**src/hw/rtcv_pkg.sv**
```systemverilog
// Shared constants for the calendar value block: register map, fields, resets, timing.
package rtcv_pkg;
  // ****************************************************************
  // Register offsets (byte addresses on the register bus)
  // ****************************************************************
  localparam logic [7:0] CTRL_OFS = 8'h00;
  localparam logic [7:0] MASK_OFS = 8'h08;
  localparam logic [7:0] STAT_OFS = 8'h0C;
  localparam logic [7:0] BUSY_OFS = 8'h10;
  localparam logic [7:0] CAL_OFS = 8'h18;

  // ****************************************************************
  // Reset values
  // ****************************************************************
  localparam logic [31:0] CAL_RST = 32'h00000000;
  localparam logic [31:0] CTRL_RST = 32'h00000000;
  localparam logic [2:0] MASK_RST = 3'h0;

  // ****************************************************************
  // Control fields, busy bits and event bits
  // ****************************************************************
  localparam int CTRL_EN_BIT = 0;
  localparam int CTRL_MODE_LSB = 2;
  localparam int CTRL_FMT_BIT = 6;
  localparam logic [31:0] CTRL_WMASK = 32'h0000004D;
  localparam logic [1:0] MODE_CALENDAR = 2'h2;
  localparam int BUSY_CTRL_BIT = 0;
  localparam int BUSY_CAL_BIT = 1;
  localparam int EV_SEC_BIT = 0;
  localparam int EV_ERR_BIT = 1;
  localparam int EV_SYNC_BIT = 2;

  // ****************************************************************
  // Calendar value fields
  // ****************************************************************
  localparam int YEAR_LSB = 26;
  localparam int MONTH_LSB = 22;
  localparam int DAY_LSB = 17;
  localparam int HOUR_LSB = 12;
  localparam int MIN_LSB = 6;
  localparam int SEC_LSB = 0;
  localparam logic [5:0] SEC_MAX = 6'h3B;
  localparam logic [5:0] MIN_MAX = 6'h3B;
  localparam logic [4:0] HOUR24_MAX = 5'h17;
  localparam logic [3:0] HOUR12_MAX = 4'hC;
  localparam logic [3:0] HOUR12_PRE = 4'hB;
  localparam logic [3:0] HOUR12_FIRST = 4'h1;
  localparam logic [4:0] DAY_FIRST = 5'h01;
  localparam logic [3:0] MONTH_FIRST = 4'h1;
  localparam logic [3:0] MONTH_MAX = 4'hC;
  localparam logic [3:0] MON_FEB = 4'h2;
  localparam logic [4:0] DAYS_LONG = 5'h1F;
  localparam logic [4:0] DAYS_SHORT = 5'h1E;
  localparam logic [4:0] DAYS_FEB = 5'h1C;
  localparam logic [4:0] DAYS_FEB_LEAP = 5'h1D;

  // ****************************************************************
  // Timing
  // ****************************************************************
  localparam logic [3:0] SYNC_CYC = 4'h4;
endpackage

```
**src/hw/rtcv_top.sv**
```systemverilog
// Calendar value register with per-register write synchronization on an AXI4-Lite slave.
//
// What this block does
// - A write to a synchronized register raises its busy flag until the copy completes.
// - A write to a register still synchronizing is dropped and flagged as an access error.
// - Each register synchronizes on its own, so a write to another one is taken at once.
// - The calendar advances only while the mode field selects calendar operation, value 2.
// - Calendar writes obey the write-protect guard and pass through the sync path.
// - Bits 31 to 26 hold a six-bit year offset from a base year of software's choice.
// - A year is a leap year when the two low bits of the year offset are zero.
// - Bits 25 to 22 hold the month, 1 to 12.
// - Bits 21 to 17 hold the day from 1 to the month's length, leap years included.
// - With 24-hour form the hour in bits 16 to 12 runs 0 to 23.
// - With 12-hour form the low hour bits run 1 to 12 and the top bit marks afternoon.
// - Bits 11 to 6 hold the minute, 0 to 59.
//
// The AXI4-Lite slave port is this design's own decision.
`timescale 1ns/1ps
module rtcv_top import rtcv_pkg::*; #(
  parameter int AW = 8 // Register bus address width.
) (
  input wire logic core_clk, // Bus and block clock, 100 MHz.
  input wire logic rstn, // Synchronous reset, active low.
  input wire logic [AW-1:0] s_axi_awaddr, // Write address.
  input wire logic s_axi_awvalid, // Write address valid.
  output logic s_axi_awready, // Write address ready.
  input wire logic [31:0] s_axi_wdata, // Write data.
  input wire logic [3:0] s_axi_wstrb, // Write byte enables.
  input wire logic s_axi_wvalid, // Write data valid.
  output logic s_axi_wready, // Write data ready.
  output logic [1:0] s_axi_bresp, // Write response.
  output logic s_axi_bvalid, // Write response valid.
  input wire logic s_axi_bready, // Write response ready.
  input wire logic [AW-1:0] s_axi_araddr, // Read address.
  input wire logic s_axi_arvalid, // Read address valid.
  output logic s_axi_arready, // Read address ready.
  output logic [31:0] s_axi_rdata, // Read data.
  output logic [1:0] s_axi_rresp, // Read response.
  output logic s_axi_rvalid, // Read data valid.
  input wire logic s_axi_rready, // Read data ready.
  input wire logic sec_tick_pin, // One-second pulse from the slow oscillator.
  input wire logic write_protect, // Guard lock level from the access controller.
  output logic access_err, // One-cycle error pulse to the access guard.
  output logic irq // Level interrupt.
);
  localparam logic [1:0] RESP_OK = 2'h0;
  localparam logic [1:0] RESP_SLVERR = 2'h2;

  // Byte-lane merge of a bus write into an existing word.
  function automatic logic [31:0] merge(input logic [31:0] old, input logic [31:0] nw,
                                        input logic [3:0] strb);
    logic [31:0] res;
    res = old;
    for (int i = 0; i < 4; i++) begin
      if (strb[i]) begin
        res[i*8 +: 8] = nw[i*8 +: 8];
      end
    end
    return res;
  endfunction

  // ****************************************************************
  // Second tick input
  // ****************************************************************
  logic sec_meta_r;
  logic sec_sync_r;
  logic sec_prev_r;
  logic tick;

  // The pin is asynchronous, so two flops come first; edge detect compares the second with a third, delayed copy.
  always_ff @(posedge core_clk) begin
    if (!rstn) begin
      sec_meta_r <= 1'b0;
      sec_sync_r <= 1'b0;
      sec_prev_r <= 1'b0;
    end else begin
      sec_meta_r <= sec_tick_pin;
      sec_sync_r <= sec_meta_r;
      sec_prev_r <= sec_sync_r;
    end
  end
  assign tick = sec_sync_r & ~sec_prev_r;

  // ****************************************************************
  // Write channel capture
  // ****************************************************************
  logic aw_hold_r, aw_hold_nxt;
  logic w_hold_r, w_hold_nxt;
  logic [AW-1:0] awaddr_r, awaddr_nxt;
  logic [31:0] wdata_r, wdata_nxt;
  logic [3:0] wstrb_r, wstrb_nxt;
  logic bvalid_r, bvalid_nxt;
  logic [1:0] bresp_r, bresp_nxt;
  logic do_wr;

  assign s_axi_awready = ~aw_hold_r & ~bvalid_r;
  assign s_axi_wready = ~w_hold_r & ~bvalid_r;
  assign do_wr = aw_hold_r & w_hold_r & ~bvalid_r;

  // ****************************************************************
  // Registers and synchronization
  // ****************************************************************
  logic [31:0] cal_r, cal_nxt;
  logic [31:0] cal_pend_r, cal_pend_nxt;
  logic [31:0] ctrl_r, ctrl_nxt;
  logic [31:0] ctrl_pend_r, ctrl_pend_nxt;
  logic [3:0] cal_cnt_r, cal_cnt_nxt;
  logic [3:0] ctl_cnt_r, ctl_cnt_nxt;
  logic [2:0] mask_r, mask_nxt;
  logic [2:0] stat_r, stat_nxt;
  logic err_r, err_nxt;
  logic cal_busy, ctl_busy, cal_apply, ctl_apply, running;
  logic wr_cal, wr_ctl, drop;
  logic [31:0] step_out;
  logic [2:0] stat_clr;

  assign cal_busy = cal_cnt_r != 4'h0;
  assign ctl_busy = ctl_cnt_r != 4'h0;
  assign cal_apply = cal_cnt_r == 4'h1;
  assign ctl_apply = ctl_cnt_r == 4'h1;
  assign running = ctrl_r[CTRL_EN_BIT] &&
                   ctrl_r[CTRL_MODE_LSB +: 2] == MODE_CALENDAR;
  assign wr_cal = do_wr && awaddr_r[7:0] == CAL_OFS;
  assign wr_ctl = do_wr && awaddr_r[7:0] == CTRL_OFS;
  // A write is refused while its own register is still copying or the guard is locked.
  assign drop = (wr_cal && (cal_busy || write_protect)) ||
                (wr_ctl && (ctl_busy || write_protect));

  rtcv_cal_step u_step (
    .cal_in(cal_r),
    .fmt_12h(ctrl_r[CTRL_FMT_BIT]),
    .cal_out(step_out)
  );

  // Write handshake and register updates; the calendar and control registers each have their own countdown.
  always_comb begin
    aw_hold_nxt = aw_hold_r | (s_axi_awvalid & s_axi_awready);
    w_hold_nxt = w_hold_r | (s_axi_wvalid & s_axi_wready);
    awaddr_nxt = (s_axi_awvalid & s_axi_awready) ? s_axi_awaddr : awaddr_r;
    wdata_nxt = (s_axi_wvalid & s_axi_wready) ? s_axi_wdata : wdata_r;
    wstrb_nxt = (s_axi_wvalid & s_axi_wready) ? s_axi_wstrb : wstrb_r;
    bvalid_nxt = bvalid_r & ~s_axi_bready;
    bresp_nxt = bresp_r;
    cal_pend_nxt = cal_pend_r;
    ctrl_pend_nxt = ctrl_pend_r;
    cal_cnt_nxt = cal_busy ? 4'(cal_cnt_r - 4'h1) : cal_cnt_r;
    ctl_cnt_nxt = ctl_busy ? 4'(ctl_cnt_r - 4'h1) : ctl_cnt_r;
    mask_nxt = mask_r;
    err_nxt = drop;
    if (do_wr) begin
      aw_hold_nxt = 1'b0;
      w_hold_nxt = 1'b0;
      bvalid_nxt = 1'b1;
      bresp_nxt = RESP_OK;
      if (drop) begin
        bresp_nxt = RESP_SLVERR;
      end else if (wr_cal) begin
        cal_pend_nxt = merge(cal_r, wdata_r, wstrb_r);
        cal_cnt_nxt = SYNC_CYC;
      end else if (wr_ctl) begin
        ctrl_pend_nxt = merge(ctrl_r, wdata_r, wstrb_r) & CTRL_WMASK;
        ctl_cnt_nxt = SYNC_CYC;
      end else if (awaddr_r[7:0] == MASK_OFS) begin
        mask_nxt = wdata_r[2:0] & {3{wstrb_r[0]}} | mask_r & {3{~wstrb_r[0]}};
      end else begin
        bresp_nxt = RESP_SLVERR;
      end
    end
    // A completing copy overrides the tick in the same cycle.
    if (cal_apply) begin
      cal_nxt = cal_pend_r;
    end else if (tick && running) begin
      cal_nxt = step_out;
    end else begin
      cal_nxt = cal_r;
    end
    ctrl_nxt = ctl_apply ? ctrl_pend_r : ctrl_r;
    // Set wins over the read clear, so no event is lost.
    stat_nxt = (stat_r & ~stat_clr) | {cal_apply | ctl_apply, drop, tick & running};
  end

  // Register stage for the write side and the block state.
  always_ff @(posedge core_clk) begin
    if (!rstn) begin
      aw_hold_r <= 1'b0;
      w_hold_r <= 1'b0;
      awaddr_r <= '0;
      wdata_r <= 32'h00000000;
      wstrb_r <= 4'h0;
      bvalid_r <= 1'b0;
      bresp_r <= RESP_OK;
      cal_r <= CAL_RST;
      cal_pend_r <= CAL_RST;
      ctrl_r <= CTRL_RST;
      ctrl_pend_r <= CTRL_RST;
      cal_cnt_r <= 4'h0;
      ctl_cnt_r <= 4'h0;
      mask_r <= MASK_RST;
      stat_r <= 3'h0;
      err_r <= 1'b0;
    end else begin
      aw_hold_r <= aw_hold_nxt;
      w_hold_r <= w_hold_nxt;
      awaddr_r <= awaddr_nxt;
      wdata_r <= wdata_nxt;
      wstrb_r <= wstrb_nxt;
      bvalid_r <= bvalid_nxt;
      bresp_r <= bresp_nxt;
      cal_r <= cal_nxt;
      cal_pend_r <= cal_pend_nxt;
      ctrl_r <= ctrl_nxt;
      ctrl_pend_r <= ctrl_pend_nxt;
      cal_cnt_r <= cal_cnt_nxt;
      ctl_cnt_r <= ctl_cnt_nxt;
      mask_r <= mask_nxt;
      stat_r <= stat_nxt;
      err_r <= err_nxt;
    end
  end

  assign s_axi_bvalid = bvalid_r;
  assign s_axi_bresp = bresp_r;
  assign access_err = err_r;
  assign irq = |(stat_r & mask_r);

  // ****************************************************************
  // Read channel
  // ****************************************************************
  logic rvalid_r, rvalid_nxt;
  logic [31:0] rdata_r, rdata_nxt;
  logic [1:0] rresp_r, rresp_nxt;
  logic rd_take;

  assign s_axi_arready = ~rvalid_r;
  assign rd_take = s_axi_arvalid & ~rvalid_r;
  assign stat_clr = (rd_take && s_axi_araddr[7:0] == STAT_OFS) ? 3'h7 : 3'h0;

  // Reads of the calendar return the settled value, never a half-copied one.
  always_comb begin
    rvalid_nxt = rvalid_r & ~s_axi_rready;
    rdata_nxt = rdata_r;
    rresp_nxt = rresp_r;
    if (rd_take) begin
      rvalid_nxt = 1'b1;
      rresp_nxt = RESP_OK;
      case (s_axi_araddr[7:0])
        CAL_OFS: rdata_nxt = cal_r;
        CTRL_OFS: rdata_nxt = ctrl_r;
        MASK_OFS: rdata_nxt = {29'h0, mask_r};
        STAT_OFS: rdata_nxt = {29'h0, stat_r};
        BUSY_OFS: rdata_nxt = {30'h0, cal_busy, ctl_busy};
        default: begin
          rdata_nxt = 32'h00000000;
          rresp_nxt = RESP_SLVERR;
        end
      endcase
    end
  end

  // Register stage for the read side.
  always_ff @(posedge core_clk) begin
    if (!rstn) begin
      rvalid_r <= 1'b0;
      rdata_r <= 32'h00000000;
      rresp_r <= RESP_OK;
    end else begin
      rvalid_r <= rvalid_nxt;
      rdata_r <= rdata_nxt;
      rresp_r <= rresp_nxt;
    end
  end

  assign s_axi_rvalid = rvalid_r;
  assign s_axi_rdata = rdata_r;
  assign s_axi_rresp = rresp_r;
endmodule

```
**src/hw/rtcv_cal_step.sv**
```systemverilog
// Combinational one-second advance of the packed calendar value.
`timescale 1ns/1ps
module rtcv_cal_step import rtcv_pkg::*; (
  input wire logic [31:0] cal_in, // Current calendar value.
  input wire logic fmt_12h, // High selects 12-hour form.
  output logic [31:0] cal_out // Value one second later.
);
  // Month length; February follows the leap test on the year offset.
  function automatic logic [4:0] month_len(input logic [3:0] mon, input logic [5:0] yr);
    logic [4:0] len;
    len = DAYS_LONG;
    case (mon)
      MON_FEB: len = (yr[1:0] == 2'h0) ? DAYS_FEB_LEAP : DAYS_FEB;
      4'h4, 4'h6, 4'h9, 4'hB: len = DAYS_SHORT;
      default: len = DAYS_LONG;
    endcase
    return len;
  endfunction

  // Carry chain from seconds up to the year; out-of-range input wraps to the first value.
  always_comb begin
    logic [5:0] yr;
    logic [3:0] mon;
    logic [4:0] day;
    logic [4:0] hr;
    logic [5:0] mn;
    logic [5:0] sc;
    logic c_min;
    logic c_hr;
    logic c_day;
    logic c_mon;
    yr = cal_in[YEAR_LSB +: 6];
    mon = cal_in[MONTH_LSB +: 4];
    day = cal_in[DAY_LSB +: 5];
    hr = cal_in[HOUR_LSB +: 5];
    mn = cal_in[MIN_LSB +: 6];
    sc = cal_in[SEC_LSB +: 6];
    c_min = 1'b0;
    c_hr = 1'b0;
    c_day = 1'b0;
    c_mon = 1'b0;
    if (sc >= SEC_MAX) begin
      sc = 6'h00;
      c_min = 1'b1;
    end else begin
      sc = 6'(sc + 6'h01);
    end
    if (c_min) begin
      if (mn >= MIN_MAX) begin
        mn = 6'h00;
        c_hr = 1'b1;
      end else begin
        mn = 6'(mn + 6'h01);
      end
    end
    if (c_hr && fmt_12h) begin
      if (hr[3:0] == HOUR12_PRE) begin
        c_day = hr[4];
        hr = {~hr[4], HOUR12_MAX};
      end else if (hr[3:0] >= HOUR12_MAX) begin
        hr = {hr[4], HOUR12_FIRST};
      end else begin
        hr = {hr[4], 4'(hr[3:0] + 4'h1)};
      end
    end else if (c_hr) begin
      if (hr >= HOUR24_MAX) begin
        hr = 5'h00;
        c_day = 1'b1;
      end else begin
        hr = 5'(hr + 5'h01);
      end
    end
    if (c_day) begin
      if (day >= month_len(mon, yr)) begin
        day = DAY_FIRST;
        c_mon = 1'b1;
      end else begin
        day = 5'(day + 5'h01);
      end
    end
    if (c_mon) begin
      if (mon >= MONTH_MAX) begin
        mon = MONTH_FIRST;
        yr = 6'(yr + 6'h01);
      end else begin
        mon = 4'(mon + 4'h1);
      end
    end
    cal_out = {yr, mon, day, hr, mn, sc};
  end
endmodule

```
**config.mk**
```make
export PLATFORM = sky130hd
export DESIGN_NAME = rtcv_top
export DESIGN_NICKNAME = d
export VERILOG_FILES = /design/src/hw/rtcv_pkg.sv /design/src/hw/rtcv_top.sv /design/src/hw/rtcv_cal_step.sv
export SDC_FILE = /design/constraint.sdc
export NUM_CORES = 1
export LEC_CHECK = 0
export ABC_CLOCK_PERIOD_IN_PS = 3000
export BUFFER_PORTS_ARGS = -buffer_cell sky130_fd_sc_hd__buf_2
export CORE_UTILIZATION = 58
export DETAILED_ROUTE_END_ITERATION = 16
export GPL_TIMING_DRIVEN = 0
export HOLD_SLACK_MARGIN = 0.12
export PLACE_DENSITY = 0.8
export REMOVE_ABC_BUFFERS = 1
export SLEW_MARGIN = 20
export SYNTH_ARGS = -nofsm -noshare
export SYNTH_HDL_FRONTEND = slang
export SYNTH_SLANG_ARGS = --single-unit
```
**constraint.sdc**
```tcl
create_clock -name core_clk -period 3 [get_ports core_clk]
set_input_delay 0.75 -clock core_clk [delete_from_list [all_inputs] [get_ports core_clk]]
set_output_delay 0.75 -clock core_clk [all_outputs]
set_load 0.02 [all_outputs]
```
* After elaboration in Yosys (flattened, before gate mapping)
Cells that the tools add are included.
** Word-level totals
- Bits in registers :: 174
- Latch bits :: 0
- RAM bits :: 0
- Memory bits (read-only) :: 0
- Bits of input ports :: 61
- Output and inout bits :: 43
- Word-level logic and storage cells :: 179
- Memories :: 0
** Operators by class
- Add/sub/neg operators :: 9
- Multiply operators :: 0
- Div/mod/pow operators :: 0
- Magnitude comparators :: 6
- Equal/unequal tests :: 16
- Shift-type cells :: 0
- Muxes and demuxes :: 51
- Bitwise logic cells :: 34
- Reductions and logical operators :: 35
** Operators by type and width (count)
- $pmux W32 S5 :: 1
- $mux W32 :: 2
- $mux W4 :: 12
- $mux W5 :: 7
- $mux W8 :: 4
- $mux W6 :: 5
- $eq A8 B4 Y1 const B :: 3
- $eq A8 B5 Y1 const B :: 3
- $add A6 B1 Y6 const B :: 3
- $logic_not A8 Y1 :: 2
- $not A1 Y1 :: 13
- $and A3 B3 Y3 :: 4
- $eq A4 B4 Y1 const B :: 3
- $ge A6 B6 Y1 const B :: 2
- $mux W1 :: 12
- $and A1 B1 Y1 :: 11
- $add A5 B1 Y5 const B :: 2
- $mux W2 :: 5
- $pmux W5 S2 :: 1
- $reduce_bool A2 Y1 :: 5
- $reduce_and A3 Y1 :: 3
- $add A4 B1 Y4 const B :: 2
- $eq A4 B1 Y1 const B :: 2
- $eq A4 B3 Y1 const B :: 2
- other kinds (24) :: 42

* Logic depth before layout (Yosys ltp)
Gate-level depths: netlist of the first run.
- Depth after elaboration :: 12
- Depth in mapped cells :: 12
- Gate-level depth less buffers :: 11

* Modules after synthesis
From an unflattened synthesis of the first run, not the netlist that was laid out.
** Unflattened totals
- Cells, all modules :: 906
- Area total of the unflattened synthesis :: 7971.4 µm²
** By module, submodules not included
- rtcv_top :: times used 1, cells each 747, area an instance 6905.4 µm², sequential area each 3443.3 µm²
- rtcv_cal_step :: times used 1, cells each 159, area an instance 1066.0 µm², sequential area each 0.0 µm²

* Least setup slack after synthesis of the first run
Ideal clock, no wire load.
- Path type :: register -> register
- Start :: reg cal_r[22]
- End :: reg cal_r[30]
- Library setup time :: 0.074 ns
- Arrival :: 2.565 ns
- Required time :: 2.926 ns
- Path slack :: 0.361 ns
- Cell stages (with the launch flop) :: 13
- Buffers on the path :: 1
- Period minus slack after synthesis :: 2.639 ns
- Path through :: dfxtp_1 > inv_1 > ha_1 > o21ai_0 > o21ai_0 > o21ai_0 > ha_1 > nand2b_1 > a21oi_1 > or3_1 > clkbuf_1 > or4_1 > a31oi_1
** Between the ends
- Cells in the longest elaborated chain, start to end :: 9
- Elaborated cells on any way between the ends :: 15
- Classes of those cells :: order compare: 2; eq/ne: 5; mux: 4; reduce/logical: 4
** RTL lines
- start: declaration :: RTL line rtcv_top.sv:103 : logic [31:0] cal_r, cal_nxt;
- start signal: assignment :: RTL line rtcv_top.sv:209 : cal_r <= cal_nxt;
- $eq A4 B3 Y1 / $eq A4 B4 Y1 (equally long branches) :: RTL line rtcv_cal_step.sv:12 : case (mon)
- $reduce_or A4 Y1 :: RTL line rtcv_cal_step.sv:12
- $pmux W5 S2 :: RTL line rtcv_cal_step.sv:12
- $mux W5 :: RTL line rtcv_cal_step.sv:73 : if (c_day) begin
- $ge A5 B5 Y1 :: RTL line rtcv_cal_step.sv:74 : if (day >= month_len(mon, yr)) begin
- $mux W1 :: RTL line rtcv_cal_step.sv:74
- $mux W1 :: RTL line rtcv_cal_step.sv:73
- $reduce_bool A2 Y1 (no line)
- $reduce_and A3 Y1 (no line) (*)
Every way passes the cells marked *; elsewhere a longest branch is shown, timed or not. The select of a mux whose other input is x is not followed.
A chain may end at the register's enable or synchronous reset.

* Worst setup path in the final report of the first run
- Start :: reg cal_r[26]
- End :: reg cal_r[29]
** Between the ends
- Cells in the longest elaborated chain, start to end :: 9
- Elaborated cells on any way between the ends :: 14
- Classes of those cells :: add/sub: 1; order compare: 1; mux: 9; reduce/logical: 3
** RTL lines
- $logic_not A2 Y1 :: RTL line rtcv_cal_step.sv:13 : MON_FEB: len = (yr[1:0] == 2'h0) ? DAYS_FEB_LEAP : DAYS_FEB;
- $mux W1 :: RTL line rtcv_cal_step.sv:13
- $pmux W5 S2 :: RTL line rtcv_cal_step.sv:12
- $mux W5 :: RTL line rtcv_cal_step.sv:73
- $ge A5 B5 Y1 :: RTL line rtcv_cal_step.sv:74
- $mux W1 :: RTL line rtcv_cal_step.sv:74
- $mux W1 :: RTL line rtcv_cal_step.sv:73
- $reduce_bool A2 Y1 (no line)
- $reduce_and A3 Y1 (no line)
Parallel ways exist; a longest one is shown, timed or not. The select of a mux whose other input is x is not followed.

==> results of run 1 <==
sequential cells by signal, summed over array words and instances, names as in the netlist, 3 cells and up, named ones only:
register	cells
awaddr_r	8
cal_cnt_r	4
cal_pend_r	32
cal_r	32
ctl_cnt_r	4
ctrl_pend_r	4
ctrl_r	4
s_axi_rdata	32
stat_r	3
wdata_r	32
wstrb_r	4
metal layers:
metal	track usage [%]	part of all wire, %	vias to the layer above
met5	0	0	-
met4	11.0	2.1	0
met3	5.04	4.7	28
met2	42.6	46	191
met1	34.8	47	3160
li1	-	-	3347
where the power goes:
group	switching [mW]	leakage [nW]	total, mW	internal, mW
clock network	0.855	0.290	2.21	1.35
registers	0.319	1.40	2.82	2.50
logic	0.801	1.78	1.34	0.543
logic make-up (layout without fill, tap and decap cells):
kind of cell    Yosys count  in the layout  synth area share, %
simple gates            324            324                 19.5
compound gates          235            235                 20.4
mux                      59             59                 7.72
other cells               1              2               0.0484
xor+xnor                  5              5                0.565
flops                   172            172                 44.4
buf+inv                  91            163                 4.72
fa+ha+maj                16             16                 2.58
worst max-delay path, cell delays in order, from the launching register on:
cell and delay (ns):
dfxtp_1 0.45, inv_1 0.11, ha_1 0.22, o21ai_0 0.16, o21ai_0 0.10, ha_1 0.28, nand2b_1 0.11, a21oi_2 0.10
or3_4 0.46, or4_1 0.51, a31oi_1 0.17
per-stage QoR:
step | utilization (%) | setup slack, ns
floorplan | - | -0.644
global placement | 63.9 | -2.50
detailed placement | 64.9 | -0.0546
CTS | 69.5 | 0.0335
global route | 69.6 | 0.0228
finish | 69.6 | 0.251
final cells by class:
type                    instances  area (µm²)  share of cell area, %
multi-input cells             641        3980                   44.6
flip-flops and latches        172        3450                   38.6
repair buffers                110         608                   6.81
clock buffers                  21         470                   5.27
well taps                     172         215                   2.41
clock inverters                 8         118                   1.32
inverters                      24        95.1                   1.06
cells in the final DEF, fill, tap and decap left out, drive strengths merged, types with 21 or more instances in the layout:
| cell type | netlist | final |
|---|---|---|
| nand2 | 111 | 111 |
| nand3 | 26 | 26 |
| mux2i | 53 | 53 |
| a22oi | 31 | 31 |
| dfxtp | 172 | 172 |
| a211oi | 34 | 34 |
| nor2 | 113 | 113 |
| inv | 24 | 24 |
| clkbuf | 50 | 21 |
| a21oi | 64 | 64 |
| buf | 17 | 110 |
| o21ai | 36 | 36 |
what timing repair did:
item	in CTS	in global routing
setup endpoints to repair	4	12
pin swaps	0	1
resized for setup	1	4
setup buffers	0	1
how the worst min path moves through the flow:
stage	to	start	slack [ns]
final	sec_sync_r	sec_meta_r	0.44
after global routing	sec_sync_r	sec_meta_r	0.45
after CTS	sec_sync_r	sec_meta_r	0.44
after detailed placement	sec_sync_r	sec_meta_r	0.42
after global placement	sec_sync_r	sec_meta_r	0.42
after floorplan	sec_sync_r	sec_meta_r	0.41
==> summary.txt, run 1 <==
Yosys
  • Synthesized area: 7750 µm²
  • Top cells by count, synth: dfxtp_1, nor2_1, nand2_1
  • Top-count cell post-synth: dfxtp_1
  • Synth async-reset ratio: 0%
  • Synth top area share: 44.4%
  • Synth top area cells: dfxtp_1, mux2i_1, nor2_1
  • Top cell type by total area after synthesis: dfxtp_1
  • Main synth FF type: dfxtp_1
  • Synth unique cells: 65
  • EDFF count, synth: 0
  • Yosys warns: 0
  • Sequential share of the synthesized area: 44.4%
  • Syn_area_per_cell: 8.58 µm²
  • Flops & latches, synth: 172
  • Syn Inst Count: 903

Route
  • Vias: 6,726
  • DRT iter0 DRCs: 456
  • WL/cell: 15.5 µm
  • DRT Pass-1 Iters: 5
  • Post-route ant nets: 0
  • DR vias/cell: 5.86
  • DRC: 0
  • Final WL: 17,800 µm

Worst setup path
  • Worst path arrival time: 3.10 ns
  • Crit start category: flip-flop
  • Reg2reg end: cal_r[29]
  • Crit path max fanout: 11
  • Register-to-register setup slack: 0.25 ns
  • Critical Path RT: 3.35 ns
  • Worst reg2reg path depth: 10
  • R2r startpoint: cal_r[26]
  • Crit. Startpoint: cal_r[26]
  • CP Capture Point: cal_r[29]
  • CP endpoint kind: flip-flop
  • Crit Path Category: flip-flop to flip-flop

Timing
  • Peak Freq: 364 MHz
  • Least-Margin Pin Slew: 1.02 ns
  • Finish-stage setup viols: 0
  • Setup_tns: 0 ns
  • Fin Hold WS: 0.438 ns
  • Skew final: 0.00761 ns
  • Final Hold Violating Endpoints: 0
  • Slew headroom: 32.1%
  • RSZ-0062 raised after global routing: false
  • Pins Over Slew Limit: 0
  • Fin crit share: 91.6%
  • Tmin final: 2.75 ns

Finish
  • Share of layout cells above drive strength 1: 17.2%
  • NumNets Final: 1,043
  • Antenna cell count: 0
  • Layout Cells excl Fill: 1,148
  • Design area: 8930 µm²
  • Fill cells: 1,074
  • Synth-to-layout area growth: 15.3%

Place
  • Port Buf Inserts: 101
  • Placed Area: 8320 µm²
  • Post-DP HPWL: 11,400 µm
  • Routability cong.: 0.830
  • DP Cell Count: 1,118

Die
  • Cell Rows: 41
  • Die Y: 118 µm
  • Core Region: 12,800 µm²
  • Die area: 13,800 µm²
  • Initial Utilization: 60.4%
  • Count of boundary I/O pins: 104
  • DIE WIDTH: 118 µm

GRT
  • Largest net degree at the start of global routing: 105
  • Antenna violations before repair: 0
  • Global router's overall resource usage: 26.5%
  • Grt total ovfl: 0
  • First-pass GRT wire length: 30,000 µm
  • Vias in the first global route: 6,229

Power and ir drop
  • Tot Pwr: 6.38 mW
  • PwrDens: 714 nW/µm²
  • Static Leakage: 3.47 nW
  • Worst vdd ir: 458 µV

Clock network
  • CTS tree: done
  • Total CTS buffers: 17
  • Root Buffer: clkbuf_16
  • Htree depth: 4
  • CTS Hold Bufs: 0
  • Clock Sinks: 172
  • Clk Latency, worst-skew pair: 0.43 ns
  • Worst-path clk slew: 0.06 ns
  • Maximum buffer depth of the clock tree: 2

Outcome
  • Outcome: finished, final reports clean

Min path
  • Min-Delay Path Class: flip-flop to flip-flop
  • Worst Hold Depth: 1

Run
  • Max cap viols: 0
Note: power is estimated with default switching activity, not from simulation.
==> run 2: changes to the inputs <==
Settings changed: CELL_PAD_IN_SITES_DETAIL_PLACEMENT from default to 0, CELL_PAD_IN_SITES_GLOBAL_PLACEMENT from default to 1, CORE_UTILIZATION 58 to 43, PLACE_DENSITY 0.8 to default, PLACE_DENSITY_LB_ADDON from default to 0.1.
==> summary.txt, run 2 (synthesis results as in run 1) <==
Worst setup path
  • Crit start category: flip-flop
  • Critical Path RT: 3.34 ns
  • Crit path max fanout: 11
  • CP bufs+invs: 1
  • Crit-path leading delay family: simple AND/OR/NAND/NOR gates
  • Largest stage delay on the critical path: 0.53 ns
  • Crit path cell chain: inv_1, ha_1, o21ai_0, o21ai_0, ha_1, nand2b_1, a21oi_2, or3_4, or4_1, a31oi_1
  • Worst path arrival time: 3.13 ns
  • CP endpoint kind: flip-flop
  • Critical path's slowest cell: or4_1
  • Crit Path Category: flip-flop to flip-flop

Die
  • Cell Rows: 48
  • Initial Utilization: 44.5%
  • DIE WIDTH: 136 µm
  • Die area: 18,600 µm²
  • Count of boundary I/O pins: 104
  • Die Y: 136 µm
  • Core Region: 17,400 µm²

Route
  • DRT iter0 DRCs: 446
  • DR vias/cell: 5.51
  • Top sig layer: met4
  • Vias: 6,642
  • DRC: 0
  • Final WL: 19,300 µm
  • Met3 wire len: 768 µm
  • Post-route ant nets: 0
  • WL/cell: 16.0 µm
  • Post-route met1 wirelength: 9230 µm
  • WL met2: 9070 µm
  • DRT Pass-1 Iters: 6

Power and ir drop
  • PwrDens: 734 nW/µm²
  • Static Leakage: 3.52 nW
  • Worst vdd ir: 578 µV

GRT
  • First-pass GRT wire length: 31,000 µm
  • Antenna violations before repair: 0
  • Vias in the first global route: 6,124
  • Global router's overall resource usage: 21.3%
  • Largest net degree at the start of global routing: 94
  • Grt total ovfl: 0

Run
  • Max cap viols: 0

Finish
  • NumNets Final: 1,044
  • Antenna cell count: 0
  • Most common cell after layout, fill and taps aside: dfxtp_1
  • Sequential cell area: 3440 µm²
  • Area occupied by multi-input gates: 3980 µm²
  • Most frequent cells in the layout: dfxtp_1, nor2_1, nand2_1, buf_2, a21oi_1
  • Share of layout cells above drive strength 1: 17.3%
  • Synth-to-layout area growth: 17.4%
  • Fill cells: 1,710

Clock network
  • Clock Sinks: 172
  • Htree depth: 4
  • Maximum buffer depth of the clock tree: 2
  • Worst-path clk slew: 0.06 ns
  • CTS tree: done
  • Total CTS buffers: 17
  • Clk Latency, worst-skew pair: 0.42 ns
  • Root Buffer: clkbuf_16

Timing
  • Setup_tns: 0 ns
  • Fin Hold WS: 0.453 ns
  • Least-Margin Pin Slew: 1.05 ns
  • Final Hold Violating Endpoints: 0
  • Finish-stage setup viols: 0
  • Tmin final: 2.79 ns
  • RSZ-0062 raised after global routing: false
  • Pins Over Slew Limit: 0
  • Fin crit share: 92.9%
  • Peak Freq: 359 MHz
  • Slew headroom: 30.1%
  • Skew final: 0.00873 ns

Min path
  • Min-Delay Path Class: flip-flop to flip-flop

Outcome
  • Outcome: finished, final reports clean

Place
  • Port Buf Inserts: 101
  • Routability cong.: 0.786
  • Post-DP HPWL: 12,800 µm
-- run 2: changes by cell type in the layout (fill, tap and decap cells not counted), sizes merged --
cell,before,now
buf,110,111
bufinv,3,6
clkbuf,21,20
clkinv,4,6
clkinvlp,1,0
-- run 2: final timing paths --
path	start	slack, ns	end	cells after the start
worst max-delay path	cal_r[26]	0.21	cal_r[31]	10
worst min-delay path	sec_meta_r	0.45	sec_sync_r	1
worst max register to register	cal_r[26]	0.21	cal_r[31]	10
worst min register to register	sec_meta_r	0.45	sec_sync_r	1
-- run 2: cell type report --
class                           instances  share of cell area (%)
Clock buffer                           20                    4.91
Sequential cell                       172                    37.9
Tap cell                              225                    3.10
Multi-Input combinational cell        641                    43.8
Inverter                               24                    1.05
Clock inverter                         12                    2.39
Timing Repair Buffer                  111                    6.91
-- run 2: stage by stage --
step | cell area [µm²] | std cells | worst slack, ns | util, % | total power, mW
finish | 9090 | 1205 | 0.212 | 52.2 | 6.67
global route | 9090 | 1205 | 0.00174 | 52.2 | 7.03
CTS | 9070 | 1204 | 0.0312 | 52.1 | 6.71
detailed placement | 8410 | 1172 | -0.0700 | 48.3 | 4.20
global placement | 8260 | 1163 | -2.72 | 47.4 | 4.11
floorplan | 7480 | 837 | -0.644 | - | 3.72
-- run 2: layer usage --
| layer | track usage, % | vias up |
|---|---|---|
| met5 | 0 | - |
| met4 | 5.99 | 0 |
| met3 | 4.66 | 15 |
| met2 | 35.4 | 150 |
| met1 | 27.7 | 3132 |
| li1 | - | 3345 |
-- run 2: power breakdown --
group / switching (mW) / internal, mW
clock: 0.899 / 1.58
combinational: 0.813 / 0.556
sequential: 0.321 / 2.50
-- run 2: repair_timing --
item | 4_1_cts | 5_1_grt
setup endpoints to repair | 4 | 13
buffers inserted | 0 | 1
cloned | 0 | 0
hold buffers | 0 | 0
pin swaps | 0 | 1
resized for setup | 1 | 3
-- run 2: worst reg2reg max path, cell delays in order, from the launching register on --
cell and delay (ns):
dfxtp_1 0.46, inv_1 0.13, ha_1 0.22, o21ai_0 0.13, o21ai_0 0.10, ha_1 0.28, nand2b_1 0.11, a21oi_2 0.11
or3_4 0.46, or4_1 0.53, a31oi_1 0.18
==> run 3: changes to the inputs <==
==> constraint.sdc (replaced) <==
create_clock -name core_clk -period 3 [get_ports core_clk]
set_input_delay 0.15 -clock core_clk [delete_from_list [all_inputs] [get_ports core_clk]]
set_output_delay 0.15 -clock core_clk [all_outputs]
set_load 0.02 [all_outputs]
==> summary.txt, run 3 (synthesis results as in run 1) <==
Die
  • DIE WIDTH: 136 µm
  • Count of boundary I/O pins: 104
  • Die Y: 136 µm
  • Cell Rows: 48
  • Core Region: 17,400 µm²
  • Initial Utilization: 44.5%
  • Die area: 18,600 µm²

Timing
  • Setup_tns: 0 ns
  • Final Hold Violating Endpoints: 0
  • Finish-stage setup viols: 0
  • RSZ-0062 raised after global routing: false
  • Least-Margin Pin Slew: 1.06 ns
  • Tmin final: 2.79 ns
  • Fin crit share: 93.0%
  • Peak Freq: 359 MHz
  • Slew headroom: 29.4%
  • Skew final: 0.00854 ns
  • Pins Over Slew Limit: 0

Finish
  • Most frequent cells in the layout: dfxtp_1, nor2_1, nand2_1, buf_2, a21oi_1
  • Share of layout cells above drive strength 1: 16.5%
  • Design area: 9570 µm²
  • Fill cells: 1,658
  • Antenna cell count: 0
  • NumNets Final: 1,092
  • Sequential cell area: 3440 µm²
  • Most common cell after layout, fill and taps aside: dfxtp_1
  • Synth-to-layout area growth: 23.6%
  • Layout Cells excl Fill: 1,253
  • Area occupied by multi-input gates: 3980 µm²

Clock network
  • Root Buffer: clkbuf_16
  • Clk Latency, worst-skew pair: 0.42 ns
  • Worst-path clk slew: 0.06 ns
  • Maximum buffer depth of the clock tree: 2
  • CTS tree: done
  • Clock Sinks: 172
  • Htree depth: 4
  • Total CTS buffers: 17

Worst setup path
  • Crit. Startpoint: cal_r[26]
  • Crit path cell chain: inv_1, ha_1, o21ai_0, o21ai_0, ha_1, nand2b_1, a21oi_2, or3_4, or4_1, a31oi_1
  • CP bufs+invs: 1
  • Crit Path Category: flip-flop to flip-flop
  • Register-to-register setup slack: 0.21 ns
  • Worst reg2reg path depth: 10
  • Reg2reg end: cal_r[31]
  • Critical Path RT: 3.34 ns
  • CP Capture Point: cal_r[31]
  • Crit path max fanout: 11
  • CP endpoint kind: flip-flop
  • R2r startpoint: cal_r[26]
  • Crit path depth: 10
  • Largest stage delay on the critical path: 0.53 ns
  • Critical path's slowest cell: or4_1
  • Crit start category: flip-flop
  • Crit-path leading delay family: simple AND/OR/NAND/NOR gates
  • Worst path arrival time: 3.13 ns

Route
  • DRT iter0 DRCs: 413
  • Vias: 6,818
  • DRC: 0
  • Final WL: 19,600 µm
  • WL/cell: 15.6 µm
  • Post-route ant nets: 0
  • DRT Pass-1 Iters: 5
  • DR vias/cell: 5.44

Power and ir drop
  • PwrDens: 702 nW/µm²
  • Static Leakage: 3.72 nW
  • Sequential share of power: 42.0%
  • Switch Pwr: 2.04 mW
  • Internal power: 4.68 mW
  • Clock network power share: 36.9%
  • Switching Share: 30.3%
  • Worst vdd ir: 583 µV
  • Tot Pwr: 6.72 mW
  • Comb pwr share: 21.1%

GRT
  • Grt total ovfl: 0
  • Global router's overall resource usage: 21.7%
  • Vias in the first global route: 6,280
  • Antenna violations before repair: 0
  • Largest net degree at the start of global routing: 94
  • First-pass GRT wire length: 31,500 µm

Outcome
  • Outcome: finished, final reports clean

Place
  • Post-DP HPWL: 12,800 µm
  • Routability cong.: 0.786
  • Placed Area: 8410 µm²
  • DP Cell Count: 1,172
  • Port Buf Inserts: 101

Min path
  • Min-Delay Path Class: primary input to flip-flop

Run
  • Max cap viols: 0
run 3: cell count changes in the layout (fill, tap and decap cells not counted):
cell,previous run,this run
dlygate4sd3_1,0,48
run 3: worst min path at each step:
stage	startpoint	end	slack [ns]	cells past startpoint
floorplan	s_axi_rready	s_axi_rvalid	0.25	1
global placement	s_axi_rready	s_axi_rvalid	0.34	2
detailed placement	s_axi_rready	s_axi_rvalid	0.34	2
CTS	s_axi_awvalid	aw_hold_r	0.14	4
global route	s_axi_araddr[1]	s_axi_rdata[0]	0.16	5
finish	s_axi_awvalid	aw_hold_r	0.15	4
run 3: tightest hold or removal path: stages:
cell,delay (ns)
buf_2,0.07
nor2b_1,0.14
o21ai_0,0.09
nor2_1,0.09
run 3: layout make-up:
type                            count  area share (%)
Clock inverter                     12            2.27
Sequential cell                   172            36.0
Clock buffer                       20            4.67
Tap cell                          225            2.94
Multi-Input combinational cell    641            41.6
Timing Repair Buffer              159            11.6
Inverter                           24           0.993
run 3: what timing repair did:
item                                   4_1_cts  5_1_grt
setup endpoints to repair                    4       13
gates resized for setup                      1        3
hold buffers                                48        0
endpoints found under the hold margin       47        0
buffers inserted                             0        1
pin swaps                                    0        1
run 3: per-stage QoR:
| stage | utilization (%) | worst slack [ns] | hold WS (ns) |
|---|---|---|---|
| after global placement | 47.4 | -2.72 | 0.338 |
| after CTS | 54.9 | 0.0312 | 0.138 |
| after global routing | 55.0 | 0.00174 | 0.159 |
| after floorplan | - | -0.644 | 0.250 |
| final | 55.0 | 0.211 | 0.155 |
| after detailed placement | 48.3 | -0.0700 | 0.340 |
run 3: routing by layer:
layer | track usage (%) | vias to the layer above | part of all wire, %
met4 | 5.99 | 0 | 1.2
li1 | - | 3442 | -
met1 | 27.9 | 3204 | 48
met2 | 36.3 | 156 | 47
met3 | 4.66 | 16 | 4.0
met5 | 0 | - | 0
run 3: power by group through the flow:
stage | clock network (mW) | logic (mW) | registers [mW]
3_3_place_gp | 0 | 1.25 | 2.86
6_report | 2.48 | 1.42 | 2.82
3_5_place_dp | 0 | 1.33 | 2.87
5_1_grt | 2.62 | 1.58 | 2.87
2_1_floorplan | 0 | 0.952 | 2.77
4_1_cts | 2.53 | 1.41 | 2.82
